$ cat src/hw/lpwc_consts.vh
// constants for the low-power wake control block
`ifndef LPWC_CONSTS_VH
`define LPWC_CONSTS_VH
`define LPWC_MODE_W 2
`define LPWC_MODE_ACTIVE 2'h0
`define LPWC_MODE_SLEEP 2'h1
`define LPWC_MODE_DSLEEP 2'h2
`define LPWC_MODE_DPD 2'h3
`define LPWC_ST_ACTIVE 4'h1
`define LPWC_ST_SLEEP 4'h2
`define LPWC_ST_DSLEEP 4'h4
`define LPWC_ST_DPD 4'h8
`define LPWC_NSRC 8
`define LPWC_SRC_PIN 0
`define LPWC_SRC_BOD 1
`define LPWC_SRC_WDT 2
`define LPWC_SRC_ALARM 3
`define LPWC_SRC_WAKE1K 4
`define LPWC_SRC_MICRO_TICK_TIMER 5
`define LPWC_SRC_SERIAL 6
`define LPWC_SRC_USB 7
`define LPWC_CAUSE_W 4
`define LPWC_CAUSE_NONE 4'h0
`define LPWC_CAUSE_IRQ 4'h1
`define LPWC_CAUSE_HARDWARE_WAKE_SIGNAL 4'h2
`define LPWC_CAUSE_DSLEEP 4'h3
`define LPWC_CAUSE_BODRST 4'h4
`define LPWC_CAUSE_WDTRST 4'h5
`define LPWC_CAUSE_RTC 4'h6
`define LPWC_CAUSE_PIN 4'h7
`endif

$ cat src/hw/lpwc_top.v
// power-mode sequencing and wake-source qualification
`timescale 1ns/100ps
`include "lpwc_consts.vh"

// What this block does
// - deep power-down loses SRAM and registers; wake is a fresh reset
// - every functional pin floats while in deep power-down
// - alarm flag in deep power-down raises the rtc wake request and ends it
// - sleep ends on any interrupt enabled in the interrupt controller
// - hardware wake signal ends sleep and deep-sleep
// - pin interrupt wakes deep-sleep if enabled in controller and start-enable 0 or 1
// - brown-out interrupt wakes deep-sleep with controller, start-enable, brown-out enables
// - brown-out resets out of deep-sleep when its reset enable is set
// - watchdog interrupt wakes deep-sleep with osc, enable, feed and interrupt enables
// - watchdog time-out resets deep-sleep with osc, enable, reset enable and feed
// - 1 Hz alarm wakes deep-sleep once count written, enabled, bus clock on
// - 1 kHz wake timer wakes deep-sleep once started, both oscs on, enabled
// - in deep power-down the 1 Hz alarm wakes once osc on and count written
// - in deep power-down the 1 kHz timer wakes once started with both oscs on
// - micro-tick wakes deep-sleep with osc, bus clock, started and enabled
// - two-wire and four-wire serial wake deep-sleep only from slave-mode interrupts
// - serial port wakes deep-sleep only in synchronous slave or 32 kHz mode
// - usb clock-request interrupt wakes deep-sleep
module lpwc_top (
  input wire i_ref_clk,
  input wire i_reset_n,
  input wire i_enter_req,
  input wire [1:0] i_enter_mode,
  input wire i_irq_pending,
  input wire i_hardware_wake_signal,
  input wire i_pin_irq,
  input wire i_pin_irq_processor_interrupt_controller_en,
  input wire i_pin_start_en_0,
  input wire i_pin_start_en_1,
  input wire i_bod_irq,
  input wire i_bod_irq_processor_interrupt_controller_en,
  input wire i_bod_start_en,
  input wire i_bod_ctrl_irq_en,
  input wire i_bod_keep_running,
  input wire i_bod_reset_event,
  input wire i_bod_ctrl_reset_en,
  input wire i_wdt_irq,
  input wire i_wdt_timeout,
  input wire i_wdt_osc_on,
  input wire i_wdt_enable,
  input wire i_wdt_fed,
  input wire i_wdt_mode_irq_en,
  input wire i_wdt_mode_reset_en,
  input wire i_wdt_processor_interrupt_controller_en,
  input wire i_wdt_start_en,
  input wire i_one_hz_alarm_flag,
  input wire i_alarm_count_written,
  input wire i_rtc_1hz_osc_on,
  input wire i_rtc_1khz_osc_on,
  input wire i_rtc_bus_clk_en,
  input wire i_alarm_start_en,
  input wire i_wake1k_flag,
  input wire i_wake1k_started,
  input wire i_wake1k_start_en,
  input wire i_micro_tick_timer_irq,
  input wire i_micro_tick_timer_bus_clk_en,
  input wire i_micro_tick_timer_started,
  input wire i_micro_tick_timer_start_en,
  input wire i_i2c_irq,
  input wire i_i2c_slave,
  input wire i_spi_irq,
  input wire i_spi_slave,
  input wire i_usart_irq,
  input wire i_usart_sync_slave,
  input wire i_usart_32k_mode,
  input wire i_usb_need_clk_irq,
  output reg [1:0] o_mode,
  output reg o_cpu_clk_en,
  output reg o_pll_en,
  output reg o_periph_clk_en,
  output reg o_wake_periph_clk_en,
  output reg o_flash_standby,
  output reg o_flash_on,
  output reg o_analog_on,
  output reg o_rtc_osc_keep,
  output reg o_pin_hiz_n,
  output reg o_retain_n,
  output reg o_chip_reset,
  output reg o_rtc_wake_irq,
  output reg o_wake_pulse,
  output reg [3:0] o_wake_cause
);

  // pins and peripheral events come from other domains: two flops before use
  localparam NSYNC = 46;
  wire [NSYNC-1:0] in_raw;
  reg [NSYNC-1:0] sync1_q;
  reg [NSYNC-1:0] sync2_q;
  assign in_raw = {i_enter_req, i_enter_mode, i_irq_pending, i_hardware_wake_signal,
    i_pin_irq, i_pin_irq_processor_interrupt_controller_en, i_pin_start_en_0, i_pin_start_en_1,
    i_bod_irq, i_bod_irq_processor_interrupt_controller_en, i_bod_start_en, i_bod_ctrl_irq_en, i_bod_keep_running,
    i_bod_reset_event, i_bod_ctrl_reset_en,
    i_wdt_irq, i_wdt_timeout, i_wdt_osc_on, i_wdt_enable, i_wdt_fed, i_wdt_mode_irq_en,
    i_wdt_mode_reset_en, i_wdt_processor_interrupt_controller_en, i_wdt_start_en,
    i_one_hz_alarm_flag, i_alarm_count_written, i_rtc_1hz_osc_on, i_rtc_1khz_osc_on,
    i_rtc_bus_clk_en, i_alarm_start_en, i_wake1k_flag, i_wake1k_started, i_wake1k_start_en,
    i_micro_tick_timer_irq, i_micro_tick_timer_bus_clk_en, i_micro_tick_timer_started, i_micro_tick_timer_start_en,
    i_i2c_irq, i_i2c_slave, i_spi_irq, i_spi_slave,
    i_usart_irq, i_usart_sync_slave, i_usart_32k_mode, i_usb_need_clk_irq};

  always @(posedge i_ref_clk) begin
    if (!i_reset_n) begin
      sync1_q <= {NSYNC{1'b0}};
      sync2_q <= {NSYNC{1'b0}};
    end else begin
      sync1_q <= in_raw;
      sync2_q <= sync1_q;
    end
  end

  wire enter_req, irq_pending, hw_wake, pin_irq, pin_processor_interrupt_controller, pin_se0, pin_se1;
  wire bod_irq, bod_processor_interrupt_controller, bod_se, bod_ctl_irq, bod_run, bod_rst, bod_ctl_rst;
  wire wdt_irq, wdt_to, wdt_osc, wdt_en, wdt_fed, wdt_mirq, wdt_mrst, wdt_processor_interrupt_controller, wdt_se;
  wire alarm_flag, alarm_cnt, osc_1hz, osc_1k, rtc_bus, alarm_se, w1k_flag, w1k_run, w1k_se;
  wire ut_irq, ut_bus, ut_run, ut_se, i2c_irq, i2c_slv, spi_irq, spi_slv;
  wire us_irq, us_sync, us_32k, usb_req;
  wire [1:0] enter_mode;
  assign {enter_req, enter_mode, irq_pending, hw_wake,
    pin_irq, pin_processor_interrupt_controller, pin_se0, pin_se1,
    bod_irq, bod_processor_interrupt_controller, bod_se, bod_ctl_irq, bod_run, bod_rst, bod_ctl_rst,
    wdt_irq, wdt_to, wdt_osc, wdt_en, wdt_fed, wdt_mirq, wdt_mrst, wdt_processor_interrupt_controller, wdt_se,
    alarm_flag, alarm_cnt, osc_1hz, osc_1k, rtc_bus, alarm_se, w1k_flag, w1k_run, w1k_se,
    ut_irq, ut_bus, ut_run, ut_se, i2c_irq, i2c_slv, spi_irq, spi_slv,
    us_irq, us_sync, us_32k, usb_req} = sync2_q;

  // deep-sleep wake qualification, one bit per source
  wire [`LPWC_NSRC-1:0] ds_src;
  assign ds_src[`LPWC_SRC_PIN] = pin_irq & pin_processor_interrupt_controller & (pin_se0 | pin_se1);
  assign ds_src[`LPWC_SRC_BOD] = bod_irq & bod_processor_interrupt_controller & bod_se & bod_ctl_irq & bod_run;
  assign ds_src[`LPWC_SRC_WDT] = wdt_irq & wdt_osc & wdt_en & wdt_fed & wdt_mirq
    & wdt_processor_interrupt_controller & wdt_se;
  assign ds_src[`LPWC_SRC_ALARM] = alarm_flag & alarm_cnt & osc_1hz & rtc_bus
    & alarm_se;
  assign ds_src[`LPWC_SRC_WAKE1K] = w1k_flag & w1k_run & osc_1hz & osc_1k & w1k_se;
  assign ds_src[`LPWC_SRC_MICRO_TICK_TIMER] = ut_irq & wdt_osc & ut_bus & ut_run & ut_se;
  assign ds_src[`LPWC_SRC_SERIAL] = (i2c_irq & i2c_slv) | (spi_irq & spi_slv)
    | (us_irq & (us_sync | us_32k));
  assign ds_src[`LPWC_SRC_USB] = usb_req;

  wire ds_wake = (|ds_src) | hw_wake;
  wire ds_reset = (bod_rst & bod_ctl_rst)
    | (wdt_to & wdt_osc & wdt_en & wdt_mrst & wdt_fed);
  wire dpd_alarm = alarm_flag & osc_1hz & alarm_cnt;
  wire dpd_1k = w1k_flag & w1k_run & osc_1hz & osc_1k;

  reg [3:0] state_q, state_d;
  reg [3:0] cause_d;
  reg wake_d, reset_d, rtc_irq_d;

  always @* begin
    state_d = state_q;
    cause_d = `LPWC_CAUSE_NONE;
    wake_d = 1'b0;
    reset_d = 1'b0;
    rtc_irq_d = 1'b0;
    case (state_q)
      `LPWC_ST_ACTIVE: begin
        if (enter_req) begin
          case (enter_mode)
            `LPWC_MODE_SLEEP: state_d = `LPWC_ST_SLEEP;
            `LPWC_MODE_DSLEEP: state_d = `LPWC_ST_DSLEEP;
            `LPWC_MODE_DPD: state_d = `LPWC_ST_DPD;
            default: state_d = `LPWC_ST_ACTIVE;
          endcase
        end
      end
      `LPWC_ST_SLEEP: begin
        if (irq_pending) begin
          state_d = `LPWC_ST_ACTIVE;
          wake_d = 1'b1;
          cause_d = `LPWC_CAUSE_IRQ;
        end else if (hw_wake) begin
          state_d = `LPWC_ST_ACTIVE;
          wake_d = 1'b1;
          cause_d = `LPWC_CAUSE_HARDWARE_WAKE_SIGNAL;
        end
      end
      `LPWC_ST_DSLEEP: begin
        // a reset source outranks a wake source seen in the same cycle
        if (ds_reset) begin
          state_d = `LPWC_ST_ACTIVE;
          reset_d = 1'b1;
          cause_d = (bod_rst & bod_ctl_rst) ? `LPWC_CAUSE_BODRST : `LPWC_CAUSE_WDTRST;
        end else if (ds_wake) begin
          state_d = `LPWC_ST_ACTIVE;
          wake_d = 1'b1;
          cause_d = ds_src[`LPWC_SRC_PIN] ? `LPWC_CAUSE_PIN : `LPWC_CAUSE_DSLEEP;
        end
      end
      `LPWC_ST_DPD: begin
        // leaving power-down is a full reset, never a resume
        if (dpd_alarm | dpd_1k) begin
          state_d = `LPWC_ST_ACTIVE;
          reset_d = 1'b1;
          rtc_irq_d = 1'b1;
          cause_d = `LPWC_CAUSE_RTC;
        end
      end
      default: state_d = `LPWC_ST_ACTIVE;
    endcase
  end

  always @(posedge i_ref_clk) begin
    if (!i_reset_n) begin
      state_q <= `LPWC_ST_ACTIVE;
      o_mode <= `LPWC_MODE_ACTIVE;
      o_cpu_clk_en <= 1'b1;
      o_pll_en <= 1'b1;
      o_periph_clk_en <= 1'b1;
      o_wake_periph_clk_en <= 1'b1;
      o_flash_standby <= 1'b0;
      o_flash_on <= 1'b1;
      o_analog_on <= 1'b1;
      o_rtc_osc_keep <= 1'b1;
      o_pin_hiz_n <= 1'b1;
      o_retain_n <= 1'b1;
      o_chip_reset <= 1'b0;
      o_rtc_wake_irq <= 1'b0;
      o_wake_pulse <= 1'b0;
      o_wake_cause <= `LPWC_CAUSE_NONE;
    end else begin
      state_q <= state_d;
      o_cpu_clk_en <= (state_d == `LPWC_ST_ACTIVE);
      o_pll_en <= (state_d == `LPWC_ST_ACTIVE) | (state_d == `LPWC_ST_SLEEP);
      o_periph_clk_en <= (state_d == `LPWC_ST_ACTIVE) | (state_d == `LPWC_ST_SLEEP);
      o_wake_periph_clk_en <= (state_d != `LPWC_ST_DPD);
      o_flash_standby <= (state_d == `LPWC_ST_DSLEEP);
      o_flash_on <= (state_d != `LPWC_ST_DPD);
      o_analog_on <= (state_d != `LPWC_ST_DPD);
      o_rtc_osc_keep <= 1'b1;
      o_pin_hiz_n <= (state_d != `LPWC_ST_DPD);
      o_retain_n <= (state_d != `LPWC_ST_DPD);
      o_chip_reset <= reset_d;
      o_rtc_wake_irq <= rtc_irq_d;
      o_wake_pulse <= wake_d;
      if (cause_d != `LPWC_CAUSE_NONE) begin
        o_wake_cause <= cause_d;
      end
      case (state_d)
        `LPWC_ST_SLEEP: o_mode <= `LPWC_MODE_SLEEP;
        `LPWC_ST_DSLEEP: o_mode <= `LPWC_MODE_DSLEEP;
        `LPWC_ST_DPD: o_mode <= `LPWC_MODE_DPD;
        default: o_mode <= `LPWC_MODE_ACTIVE;
      endcase
    end
  end

endmodule // lpwc_top

$ cat config.mk
export PLATFORM = sky130hd
export DESIGN_NAME = lpwc_top
export DESIGN_NICKNAME = d
export VERILOG_FILES = /design/src/hw/lpwc_top.v
export VERILOG_INCLUDE_DIRS = /design/src /design/src/hw
export SDC_FILE = /design/constraint.sdc
export NUM_CORES = 1
export LEC_CHECK = 0
export CAP_MARGIN = 20
export CELL_PAD_IN_SITES_DETAIL_PLACEMENT = 0
export CELL_PAD_IN_SITES_GLOBAL_PLACEMENT = 1
export CORE_ASPECT_RATIO = 0.5
export CORE_UTILIZATION = 45
export CTS_BUF_LIST = sky130_fd_sc_hd__clkbuf_2 sky130_fd_sc_hd__clkbuf_4 sky130_fd_sc_hd__clkbuf_8
export DETAILED_ROUTE_END_ITERATION = 10
export DONT_BUFFER_PORTS = 1
export PLACE_DENSITY_LB_ADDON = 0.1
export SLEW_MARGIN = 20
export SYNTH_ARGS = -nofsm -noshare
export SYNTH_HDL_FRONTEND = slang
export SYNTH_SLANG_ARGS = --single-unit
$ cat constraint.sdc
create_clock -name i_ref_clk -period 1.72 [get_ports i_ref_clk]
set_input_delay 0 -clock i_ref_clk [delete_from_list [all_inputs] [get_ports i_ref_clk]]
set_output_delay 0 -clock i_ref_clk [all_outputs]
set_load 0.005 [all_outputs]
-- Word level (Yosys, flattened, before mapping)
Index checks and enable logic that the tools add are counted.
- bitwise operators: 42
- muxes and demuxes: 25
- reductions and logical operators: 3
- eq/ne operators: 12
- operator list (operator ; number):
    $and 1x1->1 ; 34
    $mux 4 ; 6
    $pmux 4 s4 ; 1
    $mux 3 ; 4
    $pmux 4 s3 ; 1
    $pmux 3 s3 ; 1
    $eq 4x1->1 const B ; 2
    $eq 4x2->1 const B ; 2
    $eq 4x3->1 const B ; 2
    $eq 4x4->1 const B ; 2
    $or 1x1->1 ; 8
    $reduce_or 8->1 ; 1
    $mux 1 ; 7
    $pmux 2 s3 ; 1
    $eq 2x2->1 const B ; 2
    $mux 2 ; 2
    $ne 4x4->1 const B ; 1
    $pmux 1 s2 ; 2
    $reduce_bool 4->1 ; 1
    $eq 2x1->1 const B ; 1
    $reduce_and 2->1 ; 1
- register bits: 109
- logic and storage cells: 94
- output and inout port bits: 19
- input bits: 48

-- Logic depth before layout (Yosys ltp)
Gate-level depths: netlist of run 1.
- depth after elaboration: 13
- mapped depth: 6
- gate-level depth less buffers: 6

-- Worst setup path after synthesis of run 1
No wires, ideal clock.
- kind: reg-to-reg
- start point: register sync2_q[41]
- end point: register o_wake_cause[2]
- arrival time: 1.595 ns
- period minus slack after synthesis: 1.691 ns
- data required time: 1.624 ns
- buffers on the path: 0
- library setup time: 0.096 ns
- cell stages (with the launch flop): 7
- setup slack: 0.029 ns
- cell sequence: dfxtp_1 a211oi_2 nand4_1 nor4_4 o21ai_2 a32o_2 o41ai_2
- word-level cells in the longest chain between the ends: 5
- elaborated cells on any way between the ends: 7
- those cells by class: mux: 5; bitwise: 1; reduce/logical: 1
- ends and longest elaborated chain (item ; line ; RTL):
    start, declared ; lpwc_top.v:93 ; reg [NSYNC-1:0] sync2_q;
    start signal, assigned ; lpwc_top.v:109 ; sync2_q <= {NSYNC{1'b0}};
    start signal, assigned ; lpwc_top.v:112 ; sync2_q <= sync1_q;
    $or 1x1->1 ; lpwc_top.v:145 ; wire ds_wake = (|ds_src) | hw_wake;
    $mux 3 ; lpwc_top.v:189 ; end else if (ds_wake) begin
    $mux 3 ; lpwc_top.v:185 ; if (ds_reset) begin
    $pmux 3 s3 * ; lpwc_top.v:161 ; case (state_q)
    $reduce_bool 4->1 (no source line) ; - ;
    end signal, assigned ; lpwc_top.v:225 ; o_wake_cause <= `LPWC_CAUSE_NONE;
    end signal, assigned ; lpwc_top.v:242 ; o_wake_cause <= cause_d;
    end, declared ; lpwc_top.v:86 ; output reg [3:0] o_wake_cause
Mark *: on every way between the ends. The rest lies on a longest branch, timed or not.
A chain may end at the register's enable or synchronous reset.

-- Worst setup path after layout of run 1
- start point: register sync2_q[38]
- end point: register o_wake_cause[2]
- word-level cells in the longest chain between the ends: 8
- elaborated cells on any way between the ends: 9
- those cells by class: mux: 4; bitwise: 3; reduce/logical: 2
- ends and longest elaborated chain (item ; line ; RTL):
    $or 1x1->1 * ; lpwc_top.v:133 ; assign ds_src[`LPWC_SRC_PIN] = pin_irq & pin_processor_interrupt_controller & (pin_se0 | pin_se1);
    $and 1x1->1 * ; lpwc_top.v:133 ;
    $reduce_or 8->1 ; lpwc_top.v:145 ;
    $or 1x1->1 ; lpwc_top.v:145 ;
    $mux 3 * ; lpwc_top.v:189 ;
    $mux 3 * ; lpwc_top.v:185 ;
    $pmux 3 s3 * ; lpwc_top.v:161 ;
    $reduce_bool 4->1 (no source line) ; - ;
Marked as above.

==> results of run 1 <==
## cells in the mapped netlist
library cell    n
o22ai_1         3
o21ai_0         5
o21ai_2         1
clkbuf_1       10
o211ai_1        1
inv_1           5
and2_1         92
nor4_4          1
or2_2           2
nand4b_1        1
a211o_1         2
a32o_2          1
nor2_1         11
nor4b_1         2
a211oi_2        1
o41ai_2         1
nand2_1        17
nor2b_1         1
nor3b_1         1
o21ai_1         1
nand4_1         6
nor4b_2         2
a32o_1          1
xor2_1          1
nand3_1         6
nand3b_1        1
a21oi_1         6
conb_1          2
o211ai_2        1
dfxtp_1       108
buf_4           7
## area by class of cell
class | instances | share of cell area
clock buffer | 13 | 0.0394
clock inverter | 3 | 0.00622
inverter | 5 | 0.00444
multi-input combinational | 170 | 0.258
sequential | 108 | 0.513
tap | 92 | 0.0273
timing repair buffer | 65 | 0.152
## what timing repair did
item / CTS / global route
endpoints found under the setup margin: 7 / 7
hold buffers: 55 / 0
pin swaps: 3 / 2
hold endpoints to repair: 104 / 0
buffers inserted: 1 / 0
gates resized for setup: 3 / 9
## sequential cells by signal, indices dropped and copies added (netlist names)
signal and cells:
o_wake_cause 3, o_cpu_clk_en 1, o_periph_clk_en 1, state_q 4
o_chip_reset 1, sync2_q 46, o_wake_pulse 1, o_retain_n 1
o_rtc_wake_irq 1, o_flash_standby 1, o_mode 2, sync1_q 46
## per-layer routing
metal | routed length (um) | track usage | part of all wire
met1 | 2630 | 0.196 | 0.48
met2 | 2370 | 0.244 | 0.44
met3 | 351 | 0.0739 | 0.065
met4 | 80 | 0.0678 | 0.015
met5 | 0 | 0 | 0
## report_power, final
group / switching, mW / leakage [nW] / internal [mW]
Sequential: 0.0282 / 0.892 / 2.60
Combinational: 0.0790 / 0.717 / 0.153
Clock: 0.788 / 0.101 / 0.652
Total: 0.895 / 1.71 / 3.41
## critical path: stages (launching register included)
cell	delay [ns]
dfxtp_2	0.33
o211ai_2	0.21
nand4_1	0.21
nor4_4	0.22
o21ai_2	0.08
a32o_2	0.29
o41ai_2	0.25
## worst max-delay path by stage
stage                      startpoint         endpoint  slack [ns]  cells past startpoint
after floorplan           sync2_q[41]  o_wake_cause[2]        0.03                      6
after global placement    sync2_q[21]  o_wake_cause[0]       -0.11                      7
after detailed placement  sync2_q[21]  o_wake_cause[0]       -0.18                      7
after CTS                 sync2_q[21]  o_wake_cause[0]       0.006                      7
after global routing      sync2_q[21]  o_wake_cause[0]       -0.06                      7
final                     sync2_q[38]  o_wake_cause[2]        0.04                      6
## logic make-up after synthesis
| logic type | share of synthesized area |
|---|---|
| AOI/OAI and AO/OA | 0.0527 |
| DFF | 0.651 |
| buffers and inverters | 0.0328 |
| xor gates and xnor gates | 0.00264 |
| other | 0.00226 |
| and+or+nand+nor | 0.259 |
## metrics by stage
step / power [mW] / instances / utilization / worst slack, ns / hold WS (ns)
2_1_floorplan: 2.79 / 300 / - / 0.0292 / 0.127
3_3_place_gp: 2.80 / 384 / 0.494 / -0.107 / 0.122
3_5_place_dp: 2.80 / 384 / 0.494 / -0.179 / 0.126
4_1_cts: 4.36 / 456 / 0.607 / 0.00592 / 0.0117
5_1_grt: 4.52 / 456 / 0.611 / -0.0630 / 0.0233
6_report: 4.30 / 456 / 0.611 / 0.0418 / 0.0279
==> flow_summary.yaml, run 1 <==
grt:
  grt_use_total: 0.161
  grt_pass1_vias: 2001
  antenna_found_initial: 0
  grt_max_degree: 91
  grt_pass1_wl_mm: 9.06
  grt_overflow: 0
floorplan:
  dieArea_sq_um: 7750
  core_sq_um: 6910
  ios: 67
  start_util: 0.481
  die_height_um: 62.8
  placementRows: 21
  die_x_um: 124
setup_path:
  endpoint_kind: "flop"
  worstReg2RegEnd: "o_wake_cause[2]"
  rrSetupSlack_ns: 0.04
  r2r_cells: 6
  cp.required_ns: 1.99
  crit_arrival_ns: 1.95
  startpoint_type: "flop"
  critical_path_class: "reg -> reg"
  path_max_fanout: 3
  reg2reg_from: "sync2_q[38]"
sta:
  fmax_mhz: 596
  fin_crit_sh: 0.976
  rsz0062_at_grt: "yes"
  drv_slew: 0
  hold_violations: 0
  tns_ns: 0
  setup_viol: 0
  period_needed_ns: 1.68
  finClkSkew_ns: 0.0104
route:
  first_pass_iters: 4
  post_drt_via_cell_ratio: 4.50
  via_count: 2053
  ant_nets: 0
  wire_per_inst_um: 11.9
  drc: 0
  detail_route.iter0.violations: 65
  finalWirelength_mm: 5.43
final_layout:
  area_growth_pct: 27.2
  register_area_sq_um: 2170
  multi_input_area_sq_um: 1090
  layout_common_cells: "dfxtp_1 (105), and2_1 (92), dlygate4sd3_1 (54), nand2_1 (17), clkbuf_8 (11)"
  nFillCells: 594
  mostFrequentLayoutCell: "dfxtp_1"
  layout-drive-gt1-share: 0.129
  finalInstanceArea_sq_um: 4220
  insertedDiodeCount: 0
  final_nets: 407
yosys:
  syn_nets: 348
  ys_seq_area_frac: 0.651
  synth_cells: 300
  ys_types: 31
  synth_top_area_frac: 0.651
  syn_area_per_cell_sq_um: 11.1
  synth_top_area_cell: "dfxtp_1"
  syn_area_sq_um: 3320
  ys_warn_count: 0
  ys_seq_elements: 108
  synthTopCellsByArea: "dfxtp_1 (65%), and2_1 (17%), nand2_1 (1.9%), buf_4 (1.6%), nor2_1 (1.2%)"
clock_network:
  cts_tree: "yes"
  clock_latency_ns: 0.37
  cts.path.max_buffers: 2
  root_buffer: "clkbuf_8"
  clock_sinks: 108
  numCtsBuffers: 9
  htreeDepth: 3
  clkTransAtPathRegs_ns: 0.09
placement:
  dpl.hpwl_mm: 3.37
  routabilityCongestion: 0.799
  portBuffers: 0
  dpl_cell_area_sq_um: 3410
outcome:
  status: "completed"
hold_path:
  hold_end: "sync1_q[44]"
  min_from: "i_reset_n"
  min_path_cells: 2
  hold_path.class: "in -> reg"
job:
  max_cap_violations: 0
power:
  p_per_area_nw_per_um2: 1020
  leakage_nw: 1.71
  ir_drop_v: 0.000500
Note: power is estimated with default switching activity, not from simulation.
==> run 2, diff against run 1 <==
SETUP_SLACK_MARGIN = 0.4   (was unset)
==> flow_summary.yaml, run 2 (synthesis gave the netlist of run 1 again) <==
floorplan:
  die_x_um: 124
  start_util: 0.481
  core_sq_um: 6910
  ios: 67
  dieArea_sq_um: 7750
  die_height_um: 62.8
  placementRows: 21
sta:
  fmax_mhz: 626
  finClkSkew_ns: 0.00868
  whs_ns: 0.0157
  hold_violations: 0
  fin_crit_sh: 0.929
  period_needed_ns: 1.60
  setup_viol: 0
  tns_ns: 0
  rsz0062_at_grt: "yes"
  drv_slew: 0
route:
  wire_per_inst_um: 13.5
  post_drt_via_cell_ratio: 4.63
  via_count: 2159
  finalWirelength_mm: 6.29
  detail_route.iter0.violations: 86
  first_pass_iters: 4
  drc: 0
  ant_nets: 0
setup_path:
  path_max_fanout: 3
  endpoint_kind: "flop"
  critPathLaunch: "sync2_q[24]"
  critical_path_class: "reg -> reg"
  reg2reg_from: "sync2_q[24]"
  cp.required_ns: 1.97
  crit_arrival_ns: 1.85
  startpoint_type: "flop"
final_layout:
  insertedDiodeCount: 0
  final_nets: 417
  mostFrequentLayoutCell: "dfxtp_1"
  fin_util: 0.650
  top_regs: "sync1_q (46), sync2_q (46), state_q (4)"
  layout-drive-gt1-share: 0.168
  area_growth_pct: 35.3
  layout_common_cells: "dfxtp_1 (101), and2_1 (92), dlygate4sd3_1 (62), nand2_1 (17), buf_4 (11)"
hold_path:
  min_from: "i_reset_n"
  hold_path.class: "in -> reg"
job:
  max_cap_violations: 0
clock_network:
  clkTransAtPathRegs_ns: 0.09
  cts.path.max_buffers: 2
  cts_tree: "yes"
  clock_latency_ns: 0.36
  htreeDepth: 3
  clock_sinks: 108
  numCtsBuffers: 9
  root_buffer: "clkbuf_8"
power:
  leakage_nw: 1.80
  p_per_area_nw_per_um2: 1020
  power_mw: 4.58
  ir_drop_v: 0.000616
placement:
  routabilityCongestion: 0.816
  dpl.hpwl_mm: 3.56
  portBuffers: 0
grt:
  grt_max_degree: 83
  grt_pass1_vias: 2139
  grt_overflow: 0
  antenna_found_initial: 0
  grt_use_total: 0.179
  grt_pass1_wl_mm: 10.2
outcome:
  status: "completed"
## run 2: layout make-up
class | count | area [sq um]
Clock inverter | 5 | 82.6
Multi-Input combinational cell | 170 | 1210
Sequential cell | 108 | 2180
Inverter | 5 | 18.8
Tap cell | 92 | 115
Timing Repair Buffer | 75 | 742
Fill cell | 548 | 2420
Clock buffer | 11 | 145
## run 2: power by group
| group | leakage, nW | internal, mW | total (mW) | switching (mW) |
|---|---|---|---|---|
| registers | 0.894 | 2.60 | 2.63 | 0.0332 |
| clock network | 0.119 | 0.885 | 1.69 | 0.809 |
| logic | 0.784 | 0.171 | 0.259 | 0.0887 |
| total | 1.80 | 3.65 | 4.58 | 0.931 |
## run 2: metrics by stage
step	area (sq um)	cells	setup WS, ns
2_1_floorplan	3390	300	0.192
3_3_place_gp	3450	380	-0.0514
3_5_place_dp	3450	380	-0.0782
4_1_cts	4390	462	0.0385
5_1_grt	4490	466	0.0507
6_report	4490	466	0.122
## run 2: layer usage
metal,vias to the layer above,share of wire,global-route usage
met5,-,0,0
met2,43,0.50,0.305
met4,0,0.0024,0.0452
li1,1096,-,-
met3,2,0.044,0.0666
met1,1018,0.45,0.213
## run 2: worst max-delay path, cell delays in order, from the launching register on
cell and delay (ns):
dfxtp_2 0.33, nand4_1 0.14, o22ai_2 0.22, nor4_4 0.08, buf_4 0.16, nor3b_4 0.25, nor2_2 0.07, a32o_1 0.24
## run 2: final timing paths
path,cells past startpoint,to,slack (ns)
max,7,o_wake_cause[0],0.12
min,2,sync1_q[44],0.02
max reg2reg,7,o_wake_cause[0],0.12
min reg2reg,1,sync2_q[30],0.44
## run 2: what timing repair did
action | CTS | global route
endpoints found under the hold margin | 106 | 0
buffers inserted | 3 | 4
hold buffers | 63 | 0
gates resized for setup | 10 | 16
endpoints found under the setup margin | 16 | 16
pin swaps | 12 | 8
gates cloned | 0 | 0
==> run 3, diff against run 2 <==
CELL_PAD_IN_SITES_DETAIL_PLACEMENT = 2   (was 0)
CELL_PAD_IN_SITES_GLOBAL_PLACEMENT = 2   (was 1)
CORE_UTILIZATION = 37   (was 45)
GPL_TIMING_DRIVEN = 0   (was unset)
==> flow_summary.yaml, run 3 (synthesis gave the netlist of run 1 again) <==
final_layout:
  register_area_sq_um: 2170
  nFillCells: 883
  final_nets: 412
  mostFrequentLayoutCell: "dfxtp_1"
  layout_common_cells: "dfxtp_1 (103), and2_1 (92), dlygate4sd3_1 (49), nand2_1 (17)"
  insertedDiodeCount: 0
  fin_util: 0.494
  area_growth_pct: 29.5
  layoutNonFillerInstCount: 486
  top_regs: "sync1_q (46), sync2_q (46), state_q (4)"
  layout-drive-gt1-share: 0.149
  multi_input_area_sq_um: 1160
  finalInstanceArea_sq_um: 4300
grt:
  antenna_found_initial: 0
  grt_pass1_vias: 2512
  grt_use_total: 0.175
  grt_pass1_wl_mm: 12.2
  grt_max_degree: 18
  grt_overflow: 0
setup_path:
  cp.required_ns: 1.98
  endpoint_kind: "flop"
  startpoint_type: "flop"
  path_max_fanout: 3
  crit_arrival_ns: 1.90
  critical_path_class: "reg -> reg"
floorplan:
  die_height_um: 69
  dieArea_sq_um: 9380
  core_sq_um: 8710
  die_x_um: 136
  ios: 67
  start_util: 0.381
  placementRows: 24
route:
  finalWirelength_mm: 7.40
  detail_route.iter0.violations: 80
  ant_nets: 0
  wire_per_inst_um: 15.2
  first_pass_iters: 4
  via_count: 2222
  drc: 0
  post_drt_via_cell_ratio: 4.57
placement:
  dpl.hpwl_mm: 4.86
  portBuffers: 0
  dpl.cell_count: 417
  dpl_cell_area_sq_um: 3530
  place_ws_ns: -0.120
  routabilityCongestion: 0.707
outcome:
  status: "completed"
power:
  leakage_nw: 1.69
  power_mw: 4.37
  ir_drop_v: 0.000426
  p_per_area_nw_per_um2: 1020
sta:
  finClkSkew_ns: 0.0150
  setup_ws_ns: 0.0766
  fin_crit_sh: 0.955
  period_needed_ns: 1.64
  whs_ns: 0.00558
  tightest_slew_ns: 0.544
  fmax_mhz: 609
  maxSlewHeadroom: 0.637
  rsz0062_at_grt: "yes"
  tns_ns: 0
  drv_slew: 0
  hold_violations: 0
  setup_viol: 0
clock_network:
  clkTransAtPathRegs_ns: 0.10
  numCtsBuffers: 9
  cts_tree: "yes"
  clock_latency_ns: 0.37
  clock_sinks: 108
  htreeDepth: 3
  root_buffer: "clkbuf_8"
  cts.path.max_buffers: 2
job:
  max_cap_violations: 0
hold_path:
  hold_path.class: "in -> reg"
run 3: changes by cell type in the layout (fill, tap and decap cells not counted), moves of 2 or more:
cell and delta:
o21ai_4 -2, o21ai_1 +2, bufinv_16 -2, nand3_2 +2
clkbuf_1 +10, dfxtp_4 -2, dlygate4sd3_1 -13, nand3_4 -2
dfxtp_1 +2
run 3: cell type report:
class,instances,area share
flip-flops and latches,108,0.505
multi-input cells,170,0.269
repair buffers,53,0.121
clock buffers,13,0.0387
well taps,117,0.0340
plain buffers,17,0.0209
clock inverters,3,0.00640
inverters,5,0.00436
run 3: critical path, stage by stage, from the launching register on:
cell	delay, ns
dfxtp_1	0.32
o211ai_2	0.21
nand4_1	0.19
nor4_4	0.22
o21ai_2	0.09
a32o_2	0.30
a32o_1	0.21
run 3: what timing repair did:
item,in CTS,in global routing
gates resized for setup,5,7
pin swaps,12,10
setup endpoints to repair,16,16
endpoints found under the hold margin,58,5
setup buffers,2,2
hold buffers,48,1
run 3: metal layers:
layer | wire length (um) | up-vias | track usage
met5 | 0 | - | 0
met4 | 95 | 0 | 0.0580
met3 | 277 | 15 | 0.0537
met2 | 3860 | 46 | 0.310
met1 | 3160 | 1077 | 0.198
li1 | - | 1084 | -
run 3: final timing paths:
check	startpoint	to	slack, ns	depth (start not counted)
setup / recovery	sync2_q[37]	o_wake_cause[0]	0.08	6
hold reg to reg	sync1_q[4]	sync2_q[4]	0.43	1
setup reg to reg	sync2_q[37]	o_wake_cause[0]	0.08	6
hold / removal	i_reset_n	sync2_q[18]	0.006	2
run 3: report_power, final:
| group | internal, mW | leakage [nW] | switching, mW |
|---|---|---|---|
| clock | 0.655 | 0.0990 | 0.834 |
| combinational | 0.149 | 0.694 | 0.0957 |
| sequential | 2.60 | 0.893 | 0.0347 |
